### config.mk
export PLATFORM = sky130hd
export DESIGN_NAME = pip_top
export DESIGN_NICKNAME = d
export VERILOG_FILES = /design/src/inc/pip_pkg.sv /design/src/rtl/pip_top.sv
export SDC_FILE = /design/constraint.sdc
export NUM_CORES = 2
export LEC_CHECK = 0
export BUFFER_PORTS_ARGS = -buffer_cell sky130_fd_sc_hd__buf_2
export CAP_MARGIN = 40
export CORE_ASPECT_RATIO = 0.7
export CORE_MARGIN = 2
export CORE_UTILIZATION = 45
export CTS_BUF_LIST = sky130_fd_sc_hd__clkbuf_8
export DETAILED_ROUTE_END_ITERATION = 12
export GPL_TIMING_DRIVEN = 0
export SLEW_MARGIN = 20
export SYNTH_ARGS = -nofsm -noshare
export SYNTH_HDL_FRONTEND = slang
export SYNTH_SLANG_ARGS = --single-unit
export TNS_END_PERCENT = 50
### constraint.sdc
create_clock -name pclk -period 16.81 [get_ports pclk]
set_input_delay 0 -clock pclk [delete_from_list [all_inputs] [get_ports pclk]]
set_output_delay 0 -clock pclk [all_outputs]
set_load 0.005 [all_outputs]
### src/inc/pip_pkg.sv
// Package for the pulse-inhibit and point-table positioner.
// Assumes a single pclk domain at 20 MHz and APB register access.
package pip_pkg;
	localparam int CLK_HZ = 20000000;
	localparam int NPOINT = 16;
	// Register byte offsets
	localparam logic [11:0] OFS_CTRL = 12'h000;
	localparam logic [11:0] OFS_SPD = 12'h004;
	localparam logic [11:0] OFS_DONE = 12'h008;
	localparam logic [11:0] OFS_STAT = 12'h00c;
	localparam logic [11:0] OFS_POS = 12'h010;
	localparam logic [11:0] OFS_ERR = 12'h014;
	localparam logic [11:0] OFS_PT_BASE = 12'h100;
	localparam logic [11:0] OFS_PT_END = 12'h200;
	// Control fields
	localparam int CTL_MODE_LSB = 0;
	localparam int CTL_ECLR_LSB = 4;
	localparam int CTL_STOP_LSB = 6;
	localparam int CTL_STEP_LSB = 8;
	localparam int CTL_CYC = 10;
	localparam int CTL_ABS = 11;
	localparam int CTL_HREV = 12;
	localparam int CTL_SON = 13;
	localparam int CTL_HOME = 14;
	localparam int CTL_START = 15;
	localparam logic [3:0] MODE_INHIBIT = 4'hb;
	localparam logic [3:0] MODE_POINT = 4'hc;
	localparam logic [1:0] ECLR_SOFF = 2'h0;
	localparam logic [1:0] ECLR_NEVER = 2'h1;
	localparam logic [1:0] ECLR_BOTH = 2'h2;
	localparam logic [31:0] CTRL_RST = 32'h00000000;
	// Speed defaults, rpm
	localparam logic [11:0] SEEK_MAX = 12'd3000;
	localparam logic [11:0] SEEK_RST = 12'd1500;
	localparam logic [7:0] LEAVE_MAX = 8'd200;
	localparam logic [7:0] LEAVE_RST = 8'd30;
	// Done window pulses and settle time in 0.1 ms units
	localparam logic [15:0] WIN_RST = 16'd100;
	localparam logic [15:0] SETTLE_RST = 16'd500;
	localparam int TICK_US = 100;
	localparam int TICK_CYC = CLK_HZ / 1000000 * TICK_US;
	localparam logic [13:0] OFS_LIM = 14'd9999;
	localparam logic [13:0] COARSE_MUL = 14'd10000;
	typedef struct packed {
		// 15 bits: a 14-bit signed field cannot hold +-9999
		logic signed [14:0] coarse;
		logic signed [14:0] fine;
		logic [11:0] speed;
		logic [15:0] filt;
		logic [15:0] dwell;
	} pip_point_t;
	typedef enum logic [5:0] {
		ST_IDLE = 6'b000001,
		ST_DWELL = 6'b000010,
		ST_MOVE = 6'b000100,
		ST_SEEK = 6'b001000,
		ST_LEAVE = 6'b010000,
		ST_INDEX = 6'b100000
	} pip_state_t;
endpackage

### src/rtl/pip_top.sv
// Position-control logic: pulse inhibit, 16-point table positioner, homing.
// Assumes pin inputs are asynchronous and APB master on pclk.
`timescale 1ns/1ps
`default_nettype none
// What this block does
// - Inhibit stops reference pulse counting
// - Shaft held clamped while inhibited
// - Mode B switches by mode-switch input
// - Low mode-switch enables inhibit, high resumes
// - Mode C runs internal point table
// - Sixteen points with distance, speed, filter, dwell
// - Offset is coarse times 10000 plus fine
// - Absolute and relative coordinate modes
// - Cycling and single-run modes
// - Step by delay or mode-switch input
// - Point speed is actual motor speed
// - Point filter acts like common filter
// - Dwell timed from done, enable, home
// - Error clear by policy 0, 1, 2
// - Homing stops, reverses, zeroes on index
// - Seek speed 0..3000 rpm, default 1500
// - Leave speed 0..200 rpm, default 30
// - Limits not current limits during homing
// - Done when error small for settle time
// - Coordinate mode 0 incremental, 1 absolute
module pip_top
	import pip_pkg::*;
(
	input wire logic pclk,
	input wire logic presetn,
	input wire logic psel,
	input wire logic penable,
	input wire logic pwrite,
	input wire logic [11:0] paddr,
	input wire logic [31:0] pwdata,
	output logic [31:0] prdata,
	output logic pready,
	output logic pslverr,
	input wire logic ref_pulse_in,
	input wire logic ref_dir_in,
	input wire logic mode_switch_input_n,
	input wire logic forward_limit_input_n,
	input wire logic reverse_limit_input_n,
	input wire logic encoder_index_in,
	input wire logic overtravel_in,
	input wire logic signed [31:0] feedback_pos,
	output logic signed [31:0] position_command,
	output logic [11:0] speed_command,
	output logic [15:0] filter_time,
	output logic motor_clamp,
	output logic current_limit_enable,
	output logic positioning_complete_output
);
	import pip_pkg::*;
	logic [31:0] ctrl_r;
	logic [11:0] seek_speed_r;
	logic [7:0] leave_speed_r;
	logic [15:0] done_window_r;
	logic [15:0] done_settle_time_r;
	pip_point_t table_r [NPOINT];
	logic [4:0] s1_r;
	logic [4:0] s2_r;
	logic [4:0] s3_r;
	logic [1:0] s4_r;
	logic [1:0] s5_r;
	logic signed [31:0] cmd_r;
	logic signed [31:0] origin_r;
	logic [3:0] pt_r;
	logic [15:0] dwell_r;
	logic [15:0] settle_r;
	logic [15:0] tick_r;
	logic done_r;
	logic done_prev_r;
	logic son_prev_r;
	pip_state_t st_r;
	logic [31:0] rdata_nxt;

	wire logic [3:0] mode = ctrl_r[CTL_MODE_LSB +: 4];
	wire logic [1:0] eclr = ctrl_r[CTL_ECLR_LSB +: 2];
	wire logic [1:0] step_m = ctrl_r[CTL_STEP_LSB +: 2];
	wire logic son = ctrl_r[CTL_SON];
	wire logic pcon = s2_r[0];
	wire logic pcon_prev = s3_r[0];
	wire logic fwd_hit = ~s2_r[1];
	wire logic rev_hit = ~s2_r[2];
	wire logic idx_rise = s2_r[3] & ~s3_r[3];
	wire logic pulse_rise = s2_r[4] & ~s3_r[4];
	wire logic inhibit = (mode == MODE_INHIBIT) && !pcon;
	wire logic wr = psel && penable && pwrite;
	wire logic homing = (st_r == ST_SEEK) || (st_r == ST_LEAVE) || (st_r == ST_INDEX);
	wire logic home_hit = ctrl_r[CTL_HREV] ? rev_hit : fwd_hit;
	wire logic signed [31:0] err = cmd_r - feedback_pos;
	wire logic [31:0] err_abs = err[31] ? 32'(-err) : 32'(err);
	wire logic err_clear = (!son && eclr != ECLR_NEVER)
		|| (s5_r[0] && eclr == ECLR_BOTH);
	wire pip_point_t cur = table_r[pt_r];
	// Sign-extend and combine split offsets
	wire logic signed [31:0] offs = 32'(cur.coarse) * $signed({18'h0, COARSE_MUL})
		+ 32'(cur.fine);
	wire logic step_evt = step_m[0] ? (pcon != pcon_prev) : (dwell_r == 16'h0);
	wire logic tick = tick_r == 16'(TICK_CYC - 1);

	// Two-flop synchronisers for pins
	always_ff @(posedge pclk or negedge presetn)
	begin
		if (!presetn)
		begin
			s1_r <= 5'h1f;
			s2_r <= 5'h1f;
			s3_r <= 5'h1f;
			s4_r <= 2'h0;
			s5_r <= 2'h0;
		end
		else
		begin
			s1_r <= {ref_pulse_in, encoder_index_in, reverse_limit_input_n,
				forward_limit_input_n, mode_switch_input_n};
			s2_r <= s1_r;
			s3_r <= s2_r;
			// Level pins: direction and overtravel
			s4_r <= {ref_dir_in, overtravel_in};
			s5_r <= s4_r;
		end
	end

	// APB register writes; speeds are clamped to their legal range
	always_ff @(posedge pclk or negedge presetn)
	begin
		if (!presetn)
		begin
			ctrl_r <= CTRL_RST;
			seek_speed_r <= SEEK_RST;
			leave_speed_r <= LEAVE_RST;
			done_window_r <= WIN_RST;
			done_settle_time_r <= SETTLE_RST;
		end
		else if (wr)
		begin
			unique case (paddr)
				OFS_CTRL: ctrl_r <= pwdata;
				OFS_SPD:
				begin
					seek_speed_r <= (pwdata[11:0] > SEEK_MAX) ? SEEK_MAX : pwdata[11:0];
					leave_speed_r <= (pwdata[23:16] > LEAVE_MAX) ? LEAVE_MAX
						: pwdata[23:16];
				end
				OFS_DONE:
				begin
					done_window_r <= pwdata[15:0];
					done_settle_time_r <= pwdata[31:16];
				end
				default: ;
			endcase
		end
		else if (ctrl_r[CTL_START] || ctrl_r[CTL_HOME])
		begin
			// Start and home bits are self-clearing commands
			ctrl_r[CTL_START] <= 1'b0;
			ctrl_r[CTL_HOME] <= 1'b0;
		end
	end

	// Point table: three words per point, out-of-range offset fields saturate
	genvar gi;
	generate
		for (gi = 0; gi < NPOINT; gi++)
		begin : g_pt
			always_ff @(posedge pclk or negedge presetn)
			begin
				if (!presetn)
					table_r[gi] <= '0;
				else if (wr && paddr[11:8] == OFS_PT_BASE[11:8] && paddr[7:4] == 4'(gi))
				begin
					if (paddr[3:2] == 2'h0)
					begin
						table_r[gi].coarse <= sat(pwdata[15:0]);
						table_r[gi].fine <= sat(pwdata[31:16]);
					end
					else if (paddr[3:2] == 2'h1)
					begin
						table_r[gi].speed <= pwdata[11:0];
						table_r[gi].filt <= pwdata[31:16];
					end
					else if (paddr[3:2] == 2'h2)
						table_r[gi].dwell <= pwdata[15:0];
				end
			end
		end
	endgenerate

	function automatic logic signed [14:0] sat(input logic [15:0] v);
		logic signed [15:0] s;
		s = $signed(v);
		if (s > $signed({2'b0, OFS_LIM}))
			sat = $signed({1'b0, OFS_LIM});
		else if (s < -$signed({2'b0, OFS_LIM}))
			sat = -$signed({1'b0, OFS_LIM});
		else
			sat = s[14:0];
	endfunction

	// 0.1 ms time base
	always_ff @(posedge pclk or negedge presetn)
	begin
		if (!presetn)
			tick_r <= 16'h0;
		else
			tick_r <= tick ? 16'h0 : tick_r + 16'h1;
	end

	// Positioning done: error inside window for longer than settle time
	always_ff @(posedge pclk or negedge presetn)
	begin
		if (!presetn)
		begin
			settle_r <= 16'h0;
			done_r <= 1'b0;
			done_prev_r <= 1'b0;
			son_prev_r <= 1'b0;
		end
		else
		begin
			done_prev_r <= done_r;
			son_prev_r <= son;
			if (err_abs >= {16'h0, done_window_r})
				settle_r <= 16'h0;
			else if (tick && settle_r != 16'hffff)
				settle_r <= settle_r + 16'h1;
			done_r <= (err_abs < {16'h0, done_window_r})
				&& (settle_r > done_settle_time_r);
		end
	end

	// Command count, point sequencer and homing
	always_ff @(posedge pclk or negedge presetn)
	begin
		if (!presetn)
		begin
			cmd_r <= 32'sh0;
			origin_r <= 32'sh0;
			pt_r <= 4'h0;
			dwell_r <= 16'h0;
			st_r <= ST_IDLE;
		end
		else if (err_clear)
		begin
			cmd_r <= feedback_pos;
			st_r <= ST_IDLE;
		end
		else if (mode == MODE_POINT)
		begin
			if (dwell_r != 16'h0 && tick)
				dwell_r <= dwell_r - 16'h1;
			unique case (st_r)
				ST_IDLE:
				begin
					if (ctrl_r[CTL_HOME])
						st_r <= ST_SEEK;
					else if (ctrl_r[CTL_START] || (son && !son_prev_r))
					begin
						pt_r <= 4'h0;
						dwell_r <= table_r[0].dwell;
						st_r <= ST_DWELL;
					end
				end
				ST_DWELL:
					if (step_evt)
					begin
						cmd_r <= ctrl_r[CTL_ABS] ? origin_r + offs : cmd_r + offs;
						st_r <= ST_MOVE;
					end
				ST_MOVE:
					if (done_r && !done_prev_r)
					begin
						if (pt_r != 4'(NPOINT - 1))
						begin
							pt_r <= pt_r + 4'h1;
							dwell_r <= table_r[pt_r + 4'h1].dwell;
							st_r <= ST_DWELL;
						end
						else if (ctrl_r[CTL_CYC])
						begin
							pt_r <= 4'h0;
							dwell_r <= table_r[0].dwell;
							st_r <= ST_DWELL;
						end
						else
							st_r <= ST_IDLE;
					end
				ST_SEEK:
					if (home_hit)
					begin
						cmd_r <= feedback_pos;
						st_r <= ST_LEAVE;
					end
				ST_LEAVE:
					if (!home_hit)
						st_r <= ST_INDEX;
				ST_INDEX:
					if (idx_rise)
					begin
						origin_r <= feedback_pos;
						cmd_r <= feedback_pos;
						pt_r <= 4'h0;
						dwell_r <= table_r[0].dwell;
						st_r <= ST_DWELL;
					end
				default: st_r <= ST_IDLE;
			endcase
		end
		else
		begin
			st_r <= ST_IDLE;
			if (pulse_rise && !inhibit)
				cmd_r <= s5_r[1] ? cmd_r - 32'sh1 : cmd_r + 32'sh1;
		end
	end

	always_comb
	begin
		rdata_nxt = 32'h0;
		unique case (paddr)
			OFS_CTRL: rdata_nxt = ctrl_r;
			OFS_SPD: rdata_nxt = {8'h0, leave_speed_r, 4'h0, seek_speed_r};
			OFS_DONE: rdata_nxt = {done_settle_time_r, done_window_r};
			OFS_STAT: rdata_nxt = {16'h0, 10'h0, st_r};
			OFS_POS: rdata_nxt = cmd_r - origin_r;
			OFS_ERR: rdata_nxt = err;
			default:
				if (paddr[11:8] == OFS_PT_BASE[11:8])
					rdata_nxt = point_word(table_r[paddr[7:4]], paddr[3:2]);
		endcase
	end

	function automatic logic [31:0] point_word(input pip_point_t p, input logic [1:0] w);
		if (w == 2'h0)
			point_word = {p.fine[14], p.fine, p.coarse[14], p.coarse};
		else if (w == 2'h1)
			point_word = {p.filt, 4'h0, p.speed};
		else if (w == 2'h2)
			point_word = {16'h0, p.dwell};
		else
			point_word = 32'h0;
	endfunction

	// APB answer, zero wait; outputs registered
	always_ff @(posedge pclk or negedge presetn)
	begin
		if (!presetn)
		begin
			prdata <= 32'h0;
			pready <= 1'b0;
			pslverr <= 1'b0;
			position_command <= 32'sh0;
			speed_command <= 12'h0;
			filter_time <= 16'h0;
			motor_clamp <= 1'b0;
			current_limit_enable <= 1'b0;
			positioning_complete_output <= 1'b0;
		end
		else
		begin
			pready <= psel && !penable;
			prdata <= rdata_nxt;
			pslverr <= psel && !penable && !(paddr < OFS_ERR + 12'h4
				|| (paddr >= OFS_PT_BASE && paddr < OFS_PT_END));
			position_command <= cmd_r;
			speed_command <= (st_r == ST_SEEK) ? seek_speed_r
				: (st_r == ST_LEAVE || st_r == ST_INDEX) ? {4'h0, leave_speed_r}
				: (mode == MODE_POINT) ? cur.speed : 12'h0;
			filter_time <= (mode == MODE_POINT) ? cur.filt : 16'h0;
			motor_clamp <= inhibit || (st_r == ST_SEEK && home_hit);
			current_limit_enable <= !homing && (fwd_hit || rev_hit);
			positioning_complete_output <= done_r;
		end
	end
endmodule
`default_nettype wire

==> impl_results.md <==
- Global-route wire length before repair: 559300 um
- Final min period: 14.03 ns
- Design Area, Final: 102000 um2
- CTS Buffer Depth: 4
- GR Overflow Total: 0
- Worst slew margin: 25.12%
- Post-synth top area share: 41.91%
- Worst clock skew: ~0.073 ns
- Synth top cells by count: dfrtp_1, nand2_1, o21ai_0, mux2_2, mux4_2
- Cells after Synth: 7552
- Initial Utilization: 45.37%
- GRT Resource Usage Total: 40.14%
- Drt initial violations: 11240
- Worst reg-to-reg setup slack: 2.78 ns
- Outcome: finished, final reports clean
- Seq/Total Area, Yosys: 42.92%
- Hold Path Class: input pin to flop
- Area post-placement: 95100 um2
- Post-synth EDFFs: 0
- PortBufs: 177
- Clock Tree Root: clkbuf_8
- Largest area contributor in the netlist: dfrtp_1
- Worst Hold Launch: paddr[3]
- P&R area growth vs syn: 16.03%
- Placer congestion estimate: 1.076
- Synth Cell Area: 87900 um2
- Slowest stage delay, CP: 0.75 ns
- Yosys reg bits: ~1500
- Vias in the first global route: 70770
- Crit-path slowest cell: o21ai_0
- Async SR Flop Fraction: 100.0%
- Chip Width: 532.2 um
- Clock Sinks: 1506
- RR Endpoint: cmd_r[31]
- Clock insertion delay at the later pin of the skew report: 1.05 ns
- Synth area leaders: dfrtp_1, mux4_2, mux2_2, o21ai_0, ha_1
- Hpwl dp: 309900 um
- # rows: 135
- Critical register-to-register path startpoint: pt_r[0]
- Top-count cell post-synth: dfrtp_1
- CP startpoint kind: flop
- Worst Setup Path Type: flop to flop
- Final hold violations: 0
- Top FF cell, synth: dfrtp_1
- Total die area: 198900 um2
- Final net count: 8748
- Share of cells above drive strength 1: 28.58%
- Total Routed Length: slightly above 400000 um
- Slew Limit Fails: 0
- CTS tree: done
- Largest net degree at the start of global routing: approximately 130
- RSZ-0062 raised after global routing: no
- Hold WS: 0.04678 ns
- # setup viols final: 0
- PD cells: 79.45 nW/um2
- Worst r2r path cells: 44
- Critical Path RT: 17.73 ns
- Synth unique cells: a little under 90
- H-tree Lvls: 4
- CP Buf/Inv Count: 11
- Leak Pwr: 46.34 nW
- Reg clk slew, reported paths: approximately 0.070 ns
- Fin util: 52.64%
- Final period util: between 80% and 90%
- DRC violations left: 0
- Crit path capture type: flop
- Worst-path maximum fanout: 10
- # IOs: between 150 and 200
- Antenna violations before repair: 34
- Maximum vdd drop: 0.06781 mV
- Detailed-route via count: 74000
- Average cell area after synthesis: 11.64 um2
- Syn. warnings: 0
- Total negative slack: 0 ns
- Maximum clock frequency: roughly 0.071 GHz
- Hold Crit Endpoint: table_r[607]
- Core area: approximately 190000 um2
- Worst slew pin tran: about 1.1 ns
- Post-route ant nets: 0
- Drt via density: 6.635
- Max_cap viols: 0
- Wirelength per Cell: 36.26 um
- Die Y: between 300 and 400 um
- Syn_nets: 7951
- Critical path's top delay family: compound AO/OA/AOI/OAI gates
- Hold Crit Depth: 5
- Number of CTS-inserted buffers: between 200 and 250
- Arrival time of the worst setup path: 14.94 ns
- First-pass DRT Iterations: 9
==> state kept, by name, summed over array words and instances (netlist names), 16 cells and up <==
signal,flops
cmd_r,32
ctrl_r,32
done_settle_time_r,16
done_window_r,16
dwell_r,16
filter_time,16
origin_r,32
position_command,32
prdata,32
settle_r,16
table_r,1184
tick_r,16
==> how the worst max path moves through the flow <==
stage          depth (start not counted)  slack [ns]    endpoint     from
2_1_floorplan                         43        6.62   cmd_r[31]  pt_r[0]
3_3_place_gp                           1      -18.53  dwell_r[6]  presetn
3_5_place_dp                          44        3.36   cmd_r[31]  pt_r[0]
4_1_cts                               44        3.28   cmd_r[31]  pt_r[0]
5_1_grt                               45        2.01   cmd_r[31]  pt_r[0]
6_report                              44        2.78   cmd_r[31]  pt_r[0]
==> final cells by class <==
cell class,instances,area [um2]
Inverter,253,949.7
Multi-Input combinational cell,5213,47140
Clock inverter,122,858.3
Antenna cell,13,32.53
Sequential cell,1506,37730
Timing Repair Buffer,547,5320
Clock buffer,316,4349
Buffer,580,2352
Tap cell,2603,3257
Fill cell,17030,91750
==> cell families (layout without fill, tap and decap cells) <==
family	count (synthesis)	after routing	share of synthesized area, %
AOI/OAI and AO/OA	1617	1617	10.87
xor gates and xnor gates	174	174	1.734
adders and majority gates	312	312	4.831
buffers and inverters	833	1818	3.569
DFF	1506	1506	42.92
muxes	1596	1596	28.43
other	0	13	0
and+or+nand+nor	1514	1514	7.644
==> worst reg2reg max path, delay by kind of cell, from the launching register on <==
kind,cells,cell delay [ns]
compound gates,17,5.21
xor+xnor,2,0.38
fa+ha+maj,8,2.71
buf+inv,11,4.26
flops,1,0.36
mux,1,0.28
simple gates,5,0.72
==> metal layers <==
metal | up-vias | track usage, % | routed length [um] | share of wire (%)
met1 | 38150 | 55.78 | 162800 | 40
met2 | 5343 | 50.10 | 150900 | 37
met5 | - | 0.4545 | 227 | 0.056
met3 | 868 | 22.01 | 69340 | 17
li1 | 29620 | - | - | -
met4 | 18 | 18.24 | 21110 | 5.2
==> layout by cell type (no fill, tap or decap), types with 27 or more instances in the layout <==
master / instances
o21a_1: 34
clkbuf_1: 411
buf_1: 35
inv_1: 329
a22oi_1: 42
buf_8: 28
nor2_1: 234
o21ai_0: 821
mux4_2: 641
dfrtp_1: 1471
clkbuf_2: 75
nor3_1: 59
mux2_2: 797
ha_1: 265
o21bai_1: 30
a21oi_1: 296
xnor2_1: 112
and2_1: 38
clkbuf_8: 316
nand4_1: 28
nand2_1: 845
mux2i_1: 158
dfstp_2: 34
buf_6: 124
nand3_1: 78
a21o_1: 62
fa_1: 46
dlygate4sd3_1: 137
xor2_1: 60
buf_2: 254
a221oi_1: 59
clkinv_2: 27
o22ai_1: 39
nand2b_1: 44
nor2b_1: 37
buf_16: 30
==> power breakdown <==
| part | total, mW | switching, mW | leakage (nW) | internal, mW |
|---|---|---|---|---|
| Combinational | 0.881 | 0.610 | 22.9 | 0.270 |
| Clock | 3.54 | 1.68 | 2.99 | 1.86 |
| Sequential | 3.68 | 0.0313 | 20.5 | 3.65 |
| Total | 8.10 | 2.32 | 46.3 | 5.78 |
==> stage by stage <==
stage               power, mW  cells  setup WS [ns]
finish                  8.103  11150          2.783
CTS                     8.056  11110          3.284
global placement        4.515  10330         -18.53
floorplan               4.134   7552          6.624
detailed placement      4.554  10540          3.363
global route            8.299  11140          2.005
==> repair_timing <==
item | in CTS | in global routing
buffers inserted | 0 | 0
hold buffers | 138 | 0
resized for setup | 0 | 0
endpoints found under the hold margin | 929 | 0
Power figures use the tool's default switching activity.
